File: src/ddrin_pkg.sv
package ddrin_pkg;
	localparam int ADDR_W = 14;
	localparam int BA_W = 3;
	localparam logic [2:0] BA_MR = 3'h0;
	localparam logic [2:0] BA_EMR1 = 3'h1;
	localparam logic [2:0] BA_EMR2 = 3'h2;
	localparam logic [2:0] BA_EMR3 = 3'h3;
	// Command codes as {cs_n, ras_n, cas_n, we_n}.
	localparam logic [3:0] CMD_NOP = 4'h7;
	localparam logic [3:0] CMD_DESEL = 4'h8;
	localparam logic [3:0] CMD_PRE = 4'h2;
	localparam logic [3:0] CMD_REF = 4'h1;
	localparam logic [3:0] CMD_MRS = 4'h0;
	localparam logic [3:0] CMD_READ = 4'h5;
	localparam int A_PRE_ALL = 10;
	localparam int MR_BL_LSB = 0;
	localparam int MR_BT = 3;
	localparam int MR_CL_LSB = 4;
	localparam int MR_TM = 7;
	localparam int MR_DLL_RST = 8;
	localparam int MR_WR_LSB = 9;
	localparam int EMR1_DLL_DIS = 0;
	localparam int EMR1_AL_LSB = 3;
	localparam int EMR1_OCD_LSB = 7;
	localparam int EMR2_SRT = 7;
	localparam logic [2:0] OCD_EXIT = 3'h0;
	localparam logic [2:0] OCD_DEFAULT = 3'h7;
	localparam int CLK_MHZ = 125;
	localparam int T_STABLE_US = 200;
	localparam int STABLE_CYC = T_STABLE_US * CLK_MHZ;
	localparam int T_CKE_NS = 400;
	localparam int CKE_CYC = (T_CKE_NS * CLK_MHZ + 999) / 1000;
	localparam int DLL_LOCK_CLK = 200;
	localparam int T_MRD_CLK = 2;
	localparam int REF_COUNT = 2;
	localparam int LINK_DIV = 10;
	localparam int T_RFC_CLK = 16;
	localparam logic [13:0] MR_CFG_RST = 14'h0032;
	localparam logic [7:0] OFS_CTRL = 8'h00;
	localparam logic [7:0] OFS_STATUS = 8'h04;
	localparam logic [7:0] OFS_MR = 8'h08;
	localparam logic [7:0] OFS_EMR1 = 8'h0C;
endpackage
File: src/ddrin_if.sv
`timescale 1ns/100ps
interface ddrin_if;
	logic clk;
	logic cke;
	logic odt;
	logic cs_n;
	logic ras_n;
	logic cas_n;
	logic we_n;
	logic [ddrin_pkg::BA_W-1:0] ba;
	logic [ddrin_pkg::ADDR_W-1:0] addr;
	modport ctrl (output clk, output cke, output odt, output cs_n, output ras_n, output cas_n,
		output we_n, output ba, output addr);
	modport mem (input clk, input cke, input odt, input cs_n, input ras_n, input cas_n,
		input we_n, input ba, input addr);
endinterface

File: src/ddrin_ctrl.sv
// Decided for this implementation: the register addresses and the plain strobed port.
`timescale 1ns/100ps
//Function
// - Hold CKE and ODT low at power-up.
// - Run clock 200 us before commands.
// - NOP present, then raise CKE.
// - NOPs for 400 ns, then precharge all.
// - Write EMR2 then EMR3.
// - Write EMR1 enabling DLL, OCD bits low.
// - MRS with A8 high resets DLL.
// - Precharge all, then two refreshes.
// - MRS with A8 low sets operation.
// - After 200 clocks, OCD default then exit.
// - Every write supplies all register fields.
// - Mode writes never touch array contents.
// - Write modes precharged, CKE high, wait tMRD.
// - Mode registers undefined until programmed.
// - MR burst length, type, CAS latency fields.
// - MR A8 DLL reset, A7 test low.
// - MR write recovery rounded up cycles.
// - EMR1 field layout DLL, drive, AL, OCD.
// - Self refresh disables, exit resets DLL.
// - Wait 200 clocks after DLL reset before reads.
// - EMR2 zero except A7 self-refresh rate.
// - EMR3 all zero.
module ddrin_ctrl #(
	parameter int STABLE_CYCLES = ddrin_pkg::STABLE_CYC,
	parameter int T_WR_NS = 15,
	parameter int T_CK_NS = 8
) (
	input wire logic ref_clk,
	input wire logic rst,
	input wire logic [7:0] reg_addr,
	input wire logic [31:0] reg_wdata,
	input wire logic reg_wr,
	input wire logic reg_rd,
	output logic [31:0] reg_rdata,
	ddrin_if.ctrl link
);
	localparam logic [7:0] OFS_CTRL = ddrin_pkg::OFS_CTRL;
	localparam logic [7:0] OFS_STATUS = ddrin_pkg::OFS_STATUS;
	localparam logic [7:0] OFS_MR = ddrin_pkg::OFS_MR;
	localparam logic [7:0] OFS_EMR1 = ddrin_pkg::OFS_EMR1;
	localparam int WR_CYC = (T_WR_NS + T_CK_NS - 1) / T_CK_NS;
	localparam int CW = 16;

	typedef enum {S_IDLE, S_STABLE, S_CKE, S_PRE1, S_EMR2, S_EMR3, S_EMR1, S_DLLRST,
		S_PRE2, S_REF, S_OCDEXIT, S_WAIT, S_DONE} ddrin_state_e;

	ddrin_state_e st_q, st_d;
	logic [CW-1:0] cnt_q, cnt_d;
	logic [7:0] lock_q, lock_d;
	logic [1:0] nref_q, nref_d;
	logic [2:0] div_q, div_d;
	logic [3:0] cmd_q, cmd_d;
	logic [2:0] ba_q, ba_d;
	logic [13:0] a_q, a_d;
	logic cke_q, cke_d, lclk_q, lclk_d, start_q, start_d, srt_q, srt_d;
	logic [13:0] mr_cfg_q, mr_cfg_d, emr1_cfg_q, emr1_cfg_d;
	logic [31:0] rdata_d, rdata_q;
	logic edge_w;

	assign edge_w = (div_q == 3'(ddrin_pkg::LINK_DIV / 2 - 1)) && lclk_q;
	assign link.clk = lclk_q;
	assign link.cke = cke_q;
	// ODT stays low throughout; termination is not managed here.
	assign link.odt = 1'b0;
	assign {link.cs_n, link.ras_n, link.cas_n, link.we_n} = cmd_q;
	assign link.ba = ba_q;
	assign link.addr = a_q;
	assign reg_rdata = rdata_q;

	function automatic logic [13:0] mr_word(input logic [13:0] cfg, input logic dll_rst);
		logic [13:0] w;
		w = cfg;
		w[ddrin_pkg::MR_TM] = 1'b0;
		w[ddrin_pkg::MR_DLL_RST] = dll_rst;
		w[ddrin_pkg::MR_WR_LSB +: 3] = 3'(WR_CYC - 1);
		w[13:12] = 2'h0;
		return w;
	endfunction

	always_comb begin
		st_d = st_q;
		cnt_d = cnt_q;
		lock_d = lock_q;
		nref_d = nref_q;
		cke_d = cke_q;
		cmd_d = cmd_q;
		ba_d = ba_q;
		a_d = a_q;
		start_d = start_q && !edge_w;
		srt_d = srt_q;
		mr_cfg_d = mr_cfg_q;
		emr1_cfg_d = emr1_cfg_q;
		div_d = (div_q == 3'(ddrin_pkg::LINK_DIV / 2 - 1)) ? 3'h0 : div_q + 3'h1;
		lclk_d = (div_q == 3'(ddrin_pkg::LINK_DIV / 2 - 1)) ? ~lclk_q : lclk_q;
		rdata_d = 32'h0;
		if (reg_wr) begin
			unique case (reg_addr)
				OFS_CTRL: begin
					start_d = start_d | reg_wdata[0];
					srt_d = reg_wdata[1];
				end
				OFS_MR: mr_cfg_d = reg_wdata[13:0];
				OFS_EMR1: emr1_cfg_d = reg_wdata[13:0];
				default: ;
			endcase
		end
		if (edge_w) begin
			cmd_d = ddrin_pkg::CMD_NOP;
			ba_d = 3'h0;
			a_d = 14'h0;
			if (cnt_q != '0)
				cnt_d = cnt_q - CW'(1);
			if (lock_q != 8'h0)
				lock_d = lock_q - 8'h1;
			unique case (st_q)
				S_IDLE: begin
					cke_d = 1'b0;
					cnt_d = CW'(STABLE_CYCLES / ddrin_pkg::LINK_DIV);
					if (start_q)
						st_d = S_STABLE;
				end
				S_STABLE: if (cnt_q == '0) begin
					cke_d = 1'b1;
					cnt_d = CW'(ddrin_pkg::CKE_CYC / ddrin_pkg::LINK_DIV + 1);
					st_d = S_CKE;
				end
				S_CKE: if (cnt_q == '0) begin
					cmd_d = ddrin_pkg::CMD_PRE;
					a_d[ddrin_pkg::A_PRE_ALL] = 1'b1;
					cnt_d = CW'(ddrin_pkg::T_MRD_CLK);
					st_d = S_EMR2;
				end
				S_EMR2: if (cnt_q == '0) begin
					cmd_d = ddrin_pkg::CMD_MRS;
					ba_d = ddrin_pkg::BA_EMR2;
					a_d[ddrin_pkg::EMR2_SRT] = srt_q;
					cnt_d = CW'(ddrin_pkg::T_MRD_CLK);
					st_d = S_EMR3;
				end
				S_EMR3: if (cnt_q == '0) begin
					cmd_d = ddrin_pkg::CMD_MRS;
					ba_d = ddrin_pkg::BA_EMR3;
					cnt_d = CW'(ddrin_pkg::T_MRD_CLK);
					st_d = S_EMR1;
				end
				S_EMR1: if (cnt_q == '0) begin
					cmd_d = ddrin_pkg::CMD_MRS;
					ba_d = ddrin_pkg::BA_EMR1;
					a_d = emr1_cfg_q;
					a_d[ddrin_pkg::EMR1_DLL_DIS] = 1'b0;
					a_d[ddrin_pkg::EMR1_OCD_LSB +: 3] = ddrin_pkg::OCD_EXIT;
					a_d[13] = 1'b0;
					cnt_d = CW'(ddrin_pkg::T_MRD_CLK);
					st_d = S_DLLRST;
				end
				S_DLLRST: if (cnt_q == '0) begin
					cmd_d = ddrin_pkg::CMD_MRS;
					ba_d = ddrin_pkg::BA_MR;
					a_d = mr_word(mr_cfg_q, 1'b1);
					lock_d = 8'(ddrin_pkg::DLL_LOCK_CLK);
					cnt_d = CW'(ddrin_pkg::T_MRD_CLK);
					st_d = S_PRE2;
				end
				S_PRE2: if (cnt_q == '0) begin
					cmd_d = ddrin_pkg::CMD_PRE;
					a_d[ddrin_pkg::A_PRE_ALL] = 1'b1;
					nref_d = 2'(ddrin_pkg::REF_COUNT);
					cnt_d = CW'(ddrin_pkg::T_MRD_CLK);
					st_d = S_REF;
				end
				S_REF: if (cnt_q == '0) begin
					if (nref_q != 2'h0) begin
						cmd_d = ddrin_pkg::CMD_REF;
						nref_d = nref_q - 2'h1;
						// Refresh cycle time is generous at one link clock per count.
						cnt_d = CW'(ddrin_pkg::T_RFC_CLK);
					end else begin
						cmd_d = ddrin_pkg::CMD_MRS;
						a_d = mr_word(mr_cfg_q, 1'b0);
						cnt_d = CW'(ddrin_pkg::T_MRD_CLK);
						st_d = S_WAIT;
					end
				end
				S_WAIT: if (cnt_q == '0 && lock_q == 8'h0) begin
					cmd_d = ddrin_pkg::CMD_MRS;
					ba_d = ddrin_pkg::BA_EMR1;
					a_d = emr1_cfg_q;
					a_d[ddrin_pkg::EMR1_DLL_DIS] = 1'b0;
					a_d[ddrin_pkg::EMR1_OCD_LSB +: 3] = ddrin_pkg::OCD_DEFAULT;
					a_d[13] = 1'b0;
					cnt_d = CW'(ddrin_pkg::T_MRD_CLK);
					st_d = S_OCDEXIT;
				end
				S_OCDEXIT: if (cnt_q == '0) begin
					cmd_d = ddrin_pkg::CMD_MRS;
					ba_d = ddrin_pkg::BA_EMR1;
					a_d = emr1_cfg_q;
					a_d[ddrin_pkg::EMR1_DLL_DIS] = 1'b0;
					a_d[ddrin_pkg::EMR1_OCD_LSB +: 3] = ddrin_pkg::OCD_EXIT;
					a_d[13] = 1'b0;
					cnt_d = CW'(ddrin_pkg::T_MRD_CLK);
					st_d = S_DONE;
				end
				S_DONE: if (start_q) begin
					cnt_d = CW'(STABLE_CYCLES / ddrin_pkg::LINK_DIV);
					st_d = S_STABLE;
				end
				default: st_d = S_IDLE;
			endcase
		end
		if (reg_rd) begin
			unique case (reg_addr)
				OFS_STATUS: rdata_d = {27'h0, lock_q == 8'h0, cke_q, st_q == S_DONE,
					st_q != S_IDLE && st_q != S_DONE, 1'b0};
				OFS_MR: rdata_d = {18'h0, mr_cfg_q};
				OFS_EMR1: rdata_d = {18'h0, emr1_cfg_q};
				OFS_CTRL: rdata_d = {30'h0, srt_q, 1'b0};
				default: rdata_d = 32'h0;
			endcase
		end
	end

	always_ff @(posedge ref_clk) begin
		if (rst) begin
			st_q <= S_IDLE;
			cnt_q <= '0;
			lock_q <= 8'h0;
			nref_q <= 2'h0;
			div_q <= 3'h0;
			lclk_q <= 1'b0;
			cke_q <= 1'b0;
			cmd_q <= ddrin_pkg::CMD_NOP;
			ba_q <= 3'h0;
			a_q <= 14'h0;
			start_q <= 1'b0;
			srt_q <= 1'b0;
			mr_cfg_q <= ddrin_pkg::MR_CFG_RST;
			emr1_cfg_q <= 14'h0000;
			rdata_q <= 32'h0;
		end else begin
			st_q <= st_d;
			cnt_q <= cnt_d;
			lock_q <= lock_d;
			nref_q <= nref_d;
			div_q <= div_d;
			lclk_q <= lclk_d;
			cke_q <= cke_d;
			cmd_q <= cmd_d;
			ba_q <= ba_d;
			a_q <= a_d;
			start_q <= start_d;
			srt_q <= srt_d;
			mr_cfg_q <= mr_cfg_d;
			emr1_cfg_q <= emr1_cfg_d;
			rdata_q <= rdata_d;
		end
	end
endmodule

File: src/flat_wrapper.sv
// flat-port wrapper written by rule: the top's interface ports become plain ports
module ddrin_ctrl_flat 
#(
	parameter int STABLE_CYCLES = ddrin_pkg::STABLE_CYC,
	parameter int T_WR_NS = 15,
	parameter int T_CK_NS = 8
)
  (ref_clk, rst, reg_addr, reg_wdata, reg_wr, reg_rd, reg_rdata, link_clk, link_cke, link_odt, link_cs_n, link_ras_n, link_cas_n, link_we_n, link_ba, link_addr);
  ddrin_if link_i ();
  input wire logic ref_clk;
  input wire logic rst;
  input wire logic [7:0] reg_addr;
  input wire logic [31:0] reg_wdata;
  input wire logic reg_wr;
  input wire logic reg_rd;
  output logic [31:0] reg_rdata;
  output wire logic [$bits(link_i.clk)-1:0] link_clk;
  output wire logic [$bits(link_i.cke)-1:0] link_cke;
  output wire logic [$bits(link_i.odt)-1:0] link_odt;
  output wire logic [$bits(link_i.cs_n)-1:0] link_cs_n;
  output wire logic [$bits(link_i.ras_n)-1:0] link_ras_n;
  output wire logic [$bits(link_i.cas_n)-1:0] link_cas_n;
  output wire logic [$bits(link_i.we_n)-1:0] link_we_n;
  output wire logic [$bits(link_i.ba)-1:0] link_ba;
  output wire logic [$bits(link_i.addr)-1:0] link_addr;
  assign link_clk = link_i.clk;
  assign link_cke = link_i.cke;
  assign link_odt = link_i.odt;
  assign link_cs_n = link_i.cs_n;
  assign link_ras_n = link_i.ras_n;
  assign link_cas_n = link_i.cas_n;
  assign link_we_n = link_i.we_n;
  assign link_ba = link_i.ba;
  assign link_addr = link_i.addr;
  ddrin_ctrl #(.STABLE_CYCLES(STABLE_CYCLES), .T_WR_NS(T_WR_NS), .T_CK_NS(T_CK_NS)) u_core (.ref_clk(ref_clk), .rst(rst), .reg_addr(reg_addr), .reg_wdata(reg_wdata), .reg_wr(reg_wr), .reg_rd(reg_rd), .reg_rdata(reg_rdata), .link(link_i));
endmodule
File: config.mk
export PLATFORM = sky130hd
export DESIGN_NAME = ddrin_ctrl_flat
export DESIGN_NICKNAME = d
export VERILOG_FILES = /design/src/ddrin_pkg.sv /design/src/ddrin_if.sv /design/src/ddrin_ctrl.sv /design/src/flat_wrapper.sv
export SDC_FILE = /design/constraint.sdc
export NUM_CORES = 1
export LEC_CHECK = 0
export ABC_AREA = 1
export BUFFER_PORTS_ARGS = -buffer_cell sky130_fd_sc_hd__buf_4
export CAP_MARGIN = 20
export CORE_AREA = 2 2 93 131
export CTS_BUF_LIST = sky130_fd_sc_hd__clkbuf_16
export DETAILED_ROUTE_END_ITERATION = 8
export DIE_AREA = 0 0 95 133
export PLACE_DENSITY = 0.75
export SETUP_SLACK_MARGIN = 0.3
export SYNTH_ARGS = -nofsm -noshare
export SYNTH_HDL_FRONTEND = slang
export SYNTH_SLANG_ARGS = --single-unit
File: constraint.sdc
create_clock -name ref_clk -period 2.2 [get_ports ref_clk]
set_input_delay 0.44 -clock ref_clk [delete_from_list [all_inputs] [get_ports ref_clk]]
set_output_delay 0.44 -clock ref_clk [all_outputs]
set_load 0.005 [all_outputs]
# Yosys cells after proc, flatten, opt, wreduce, memory -nomap -nowiden
# Cells that the tools add are included.
# W data, S select, Z words.
[word_totals]
register_bits = 146
latch_bits = 0
mem_bits_rw = 0
rom_bits = 0
output_inout_bits = 56
n_memories = 0
[classes]
n_addsub = 4
multipliers = 0
n_div = 0
n_lt_le_gt_ge = 0
eq_ne = 30
n_shift = 0
mux = 56
bitwise_logic = 3
n_reduce_logical = 28
[op_table]
columns = ["operator", "count"]
rows = [
  ["$mux W32", 12],
  ["$pmux W32 S11", 1],
  ["$eq A32 B4 Y1 const B", 5],
  ["$eq A32 B3 Y1 const B", 4],
  ["$mux W16", 6],
  ["$pmux W16 S6", 1],
  ["$pmux W14 S4", 1],
  ["$eq A32 B1 Y1 const B", 1],
  ["$eq A32 B2 Y1 const B", 1],
  ["$eq A32 B5 Y1 const B", 1],
  ["$logic_not A32 Y1", 1],
  ["$ne A32 B5 Y1 const B", 1],
  ["$reduce_bool A32 Y1", 1],
  ["$pmux W7 S4", 1],
  ["$mux W13", 2],
  ["$mux W8", 3],
  ["$ne A2 B1 Y1 const B", 12],
  ["$pmux W3 S4", 2],
  ["$mux W10", 2],
  ["$eq A8 B4 Y1 const B", 2],
  ["$logic_not A16 Y1", 1],
  ["$logic_not A8 Y1", 2],
  ["$pmux W4 S4", 1],
  ["$reduce_bool A16 Y1", 1],
  ["29 further kinds", 56],
]

# Logic depth before layout (Yosys ltp)
[logic_depth]
depth_word = 7
ltp_mapped = 13
mapped_depth_nobuf = 12

# Worst setup path before layout
# No wires, ideal clock.
[synth_path]
kind = "input-to-reg"
from = "input port reg_addr[1]"
to = "register u_core.mr_cfg_q[10]"
arrival_ps = 1488
t_required_ps = 2084
path_slack_ps = 596
path_stages = 8
path_buffers = 1
path_cell_list = "or2_1 > inv_2 > nand4_1 > nor2_1 > inv_1 > buf_2 > nor2_1 > nor2_1"
[synth_via]
elab_chain_cells = 2
[synth_lines]
columns = ["element", "line", "source"]
rows = [
  ["from (decl)", "flat_wrapper.sv:12", "input wire logic [7:0] reg_addr;"],
  ["$eq A8 B4 Y1", "ddrin_ctrl.sv:100", "unique case (reg_addr)"],
  ["$reduce_and A2 Y1 (no source line)", "--", ""],
  ["to (signal assigned)", "ddrin_ctrl.sv:240", "mr_cfg_q <= ddrin_pkg::MR_CFG_RST;"],
  ["to (signal assigned)", "ddrin_ctrl.sv:256", "mr_cfg_q <= mr_cfg_d;"],
  ["to (decl)", "ddrin_ctrl.sv:59", "logic [13:0] mr_cfg_q, mr_cfg_d, emr1_cfg_q, emr1_cfg_d;"],
]
# No other way between the ends.
# A chain may end at the register's enable or synchronous reset.

# Worst setup path after layout
[layout_path]
from = "register u_core.cnt_q[0]"
to = "register u_core.cnt_q[5]"
[layout_via]
elab_chain_cells = 4
elab_cells_between_ends = 11
cone_classes = "1 x add/sub; 7 x mux; 3 x reduce/logical"
[layout_lines]
columns = ["element", "line", "source"]
rows = [
  ["from (decl)", "ddrin_ctrl.sv:51", "logic [CW-1:0] cnt_q, cnt_d;"],
  ["from (signal assigned)", "ddrin_ctrl.sv:245", "cnt_q <= cnt_d;"],
  ["$sub A16 B1 Y16 (tied with other cells)", "ddrin_ctrl.sv:115", "cnt_d = cnt_q - CW'(1);"],
  ["$mux W16 or $logic_and A1 B1 Y1 (tied branches)", "ddrin_ctrl.sv:114, ddrin_ctrl.sv:187", ""],
  ["$mux W16, on equally long branches", "--", ""],
  ["$pmux W16 S6 (*)", "ddrin_ctrl.sv:118", "unique case (st_q)"],
]
# Every way passes the cells marked *; elsewhere a longest branch is shown, timed or not.

==> flow_metrics.py <==
metrics = {
    "floorplan": {
        "fp.dieArea_um2": 12600,
        "ioPinCount": 100,
        "core.rowCount": 47,
        "fp.dieW_um": 95,
        "core_um2": 11600,
        "start_util_pct": 44.0,
        "die_y_um": 133,
    },
    "clocking": {
        "cts_buffers": 9,
        "cts_sinks": 97,
        "cts_buffer_depth": 2,
        "cts_tree": "yes",
        "path_clk_slew_ns": 0.08,
        "h-tree-depth": 3,
        "cts-root-buf": "clkbuf_16",
        "clk-insertion-delay-late_ns": 0.35,
    },
    "route": {
        "num_vias": 4872,
        "ant_nets": 0,
        "drt-wirelength-per-cell_um": 13.6,
        "drt-total-wl_um": 13100,
        "viasPerCell": 5.06,
        "drt_iter0_markers": 256,
        "drcViolationCount": 0,
        "dr.pass1.iters": 5,
    },
    "power": {
        "ir_worst_vdd_mv": 0.409,
        "power_density_nw_per_um2": 579,
        "p_leak_nw": 2.91,
        "power_w": 0.00350,
    },
    "timing": {
        "rsz0062_at_grt": "no",
        "min_period_over_period_pct": 79.5,
        "min_period_ns": 1.75,
        "max_slew_margin_pct": 65.9,
        "finalSetupViolations": 0,
        "fin_skew_ns": 0.00885,
        "finalMaxSlewViolations": 0,
        "max_freq_mhz": 572,
        "hold_viol_final": 0,
        "fin_setup_tns_ns": 0,
        "worst_pin_slew_ns": 0.510,
    },
    "logic_synthesis": {
        "ys_warn_count": 0,
        "synth-edff-count": 0,
        "syn_avg_cell_area_um2": 6.84,
        "synth-main-ff-cell": "dfxtp_1",
        "yosysSeqAreaShare_pct": 38.1,
        "synth-seq-cells": 97,
        "synthCells": 745,
        "yosysUniqueCellTypes": 47,
        "synthArstFlopShare_pct": 0,
        "synth_area_um2": 5090,
    },
    "layout": {
        "mostFrequentLayoutCells": "176 x nand2_1, 112 x nor2_1, 96 x dfxtp_1",
        "multiInputGateArea_um2": 2730,
        "syn2layout_area_growth_pct": 18.9,
        "fillers": 1132,
        "fin_cells": 962,
        "drive_above_1_share_pct": 18.2,
        "layout_commonest_cell": "nand2_1",
        "fin_nets": 861,
        "fin_area_um2": 6060,
        "antenna_cells": 0,
        "regArea_um2": 1940,
        "final_core_util_pct": 52.3,
    },
    "placed_design": {
        "place_congestion": 0.920,
        "dpl.cell_count": 941,
        "hpwl_um": 9430,
        "dpl_cell_area_um2": 5620,
        "port_buffers": 59,
    },
    "critical_path": {
        "cpMostUsedCell": "nand3_2",
        "cp-end-kind": "flop",
        "crit_path_start_kind": "flop",
        "ff2ff_path_depth": 9,
        "path_class": "flop to flop",
        "cp_max_fo": 4,
        "worst_path_max_delay_cell": "dfxtp_1",
        "crit_required_ns": 2.44,
        "crit_chain": "inv_1 > ha_2 > nand2_4 > nor2_8 > nand3_2 > a21oi_2 > nand3_2 > nand3_1 > o21ai_0",
        "critPathArrivalTime_ns": 1.99,
        "crit_path_max_incr_delay_ns": 0.31,
    },
    "min_path": {
        "hold_class": "primary input to flop",
        "whs_path_depth": 3,
    },
    "grt": {
        "grt_usage_pct": 21.1,
        "grt_antenna_before_repair": 0,
        "grt_start_max_net_pins": 34,
        "grt_pass1_wl_um": 21100,
        "grt_remaining_overflow": 0,
        "grt_pass1_vias": 4523,
    },
    "run_status": {
        "status": "finished clean",
    },
    "job": {
        "maxCapViolCount": 0,
    },
}
==> layer usage <==
| metal | vias up | global-route usage (%) | wire length [µm] |
|---|---|---|---|
| met5 | - | 0 | 0 |
| met4 | 0 | 10.6 | 405 |
| met3 | 25 | 2.96 | 662 |
| met2 | 151 | 36.6 | 6620 |
| met1 | 2222 | 25.0 | 5410 |
| li1 | 2474 | - | - |
==> report_power, final <==
group	leakage (nW)	internal, W	switching [W]	total [W]
clock network	0.149	0.000808	0.000774	0.00158
logic	1.98	0.0000599	0.0000931	0.000153
registers	0.782	0.00176	0.00000598	0.00177
total	2.91	0.00263	0.000873	0.00350
==> synth_stat cells, types with 7 or more instances <==
cell / number / share of area, %
buf_2: 9 / 0.88
inv_2: 7 / 0.52
nor3_1: 8 / 0.79
dfxtp_1: 97 / 38
inv_1: 69 / 5.1
nand4_1: 11 / 1.4
buf_4: 23 / 3.4
nor2_2: 16 / 2.0
a21oi_1: 39 / 3.8
o21ai_0: 53 / 5.2
clkbuf_1: 9 / 0.66
nor2_1: 113 / 8.3
nand2_1: 179 / 13
xor2_1: 9 / 1.5
ha_1: 7 / 1.7
nand3_1: 39 / 3.8
==> critical path: cells and delay by family, from the launching register on <==
kind,cells,cell delay [ns]
AND/OR/NAND/NOR,5,0.68
AO/OA/AOI/OAI,2,0.31
flip-flops,1,0.31
buffers and inverters,1,0.10
adder cells (fa/ha/maj),1,0.24
==> final timing paths <==
path / from / end / slack [ns]
hold / removal: reg_wdata[5] / u_core.mr_cfg_q[5] / 0.31
setup reg to reg: u_core.cnt_q[0] / u_core.cnt_q[5] / 0.45
hold reg to reg: u_core.div_q[0] / u_core.div_q[0] / 0.45
setup / recovery: u_core.cnt_q[0] / u_core.cnt_q[5] / 0.45
==> metrics by stage <==
step	hold WS, ns	setup WS (ns)
2_1_floorplan	0.417	0.596
3_3_place_gp	0.433	0.348
3_5_place_dp	0.446	0.319
4_1_cts	0.305	0.303
5_1_grt	0.311	0.297
6_report	0.307	0.452
==> registers in the layout (all words and copies together), names as in the netlist <==
name,count
u_core.link.cke,1
u_core.cmd_q,3
u_core.lock_q,8
u_core.link.ba,2
u_core.link.addr,13
u_core.start_q,1
u_core.srt_q,1
u_core.mr_cfg_q,14
u_core.st_q,4
u_core.reg_rdata,14
u_core.emr1_cfg_q,14
u_core.nref_q,2
u_core.div_q,3
u_core.cnt_q,16
u_core.link.clk,1
==> cells by family after synthesis <==
kind of cell / count (synthesis) / synth area share (%)
buffers and inverters: 122 / 11.1
AND/OR/NAND/NOR: 388 / 33.9
adder cells (fa/ha/maj): 7 / 1.72
XOR/XNOR: 11 / 1.89
flip-flops: 97 / 38.1
other: 1 / 0.0736
AO/OA/AOI/OAI: 119 / 13.2
==> layout make-up <==
type | count | area share [%]
Tap cell | 147 | 3.04
Timing Repair Buffer | 76 | 9.92
Clock inverter | 7 | 1.34
Sequential cell | 97 | 32.1
Multi-Input combinational cell | 547 | 45.0
Clock buffer | 9 | 3.72
Inverter | 79 | 4.90
==> timing repair <==
item                       in CTS  in global routing
setup endpoints to repair       2                 31
setup buffers                   0                  4
pin swaps                       0                  5
cloned                          0                  1
resized for setup               1                 17
hold buffers                    0                  0
Power figures use the tool's default switching activity.
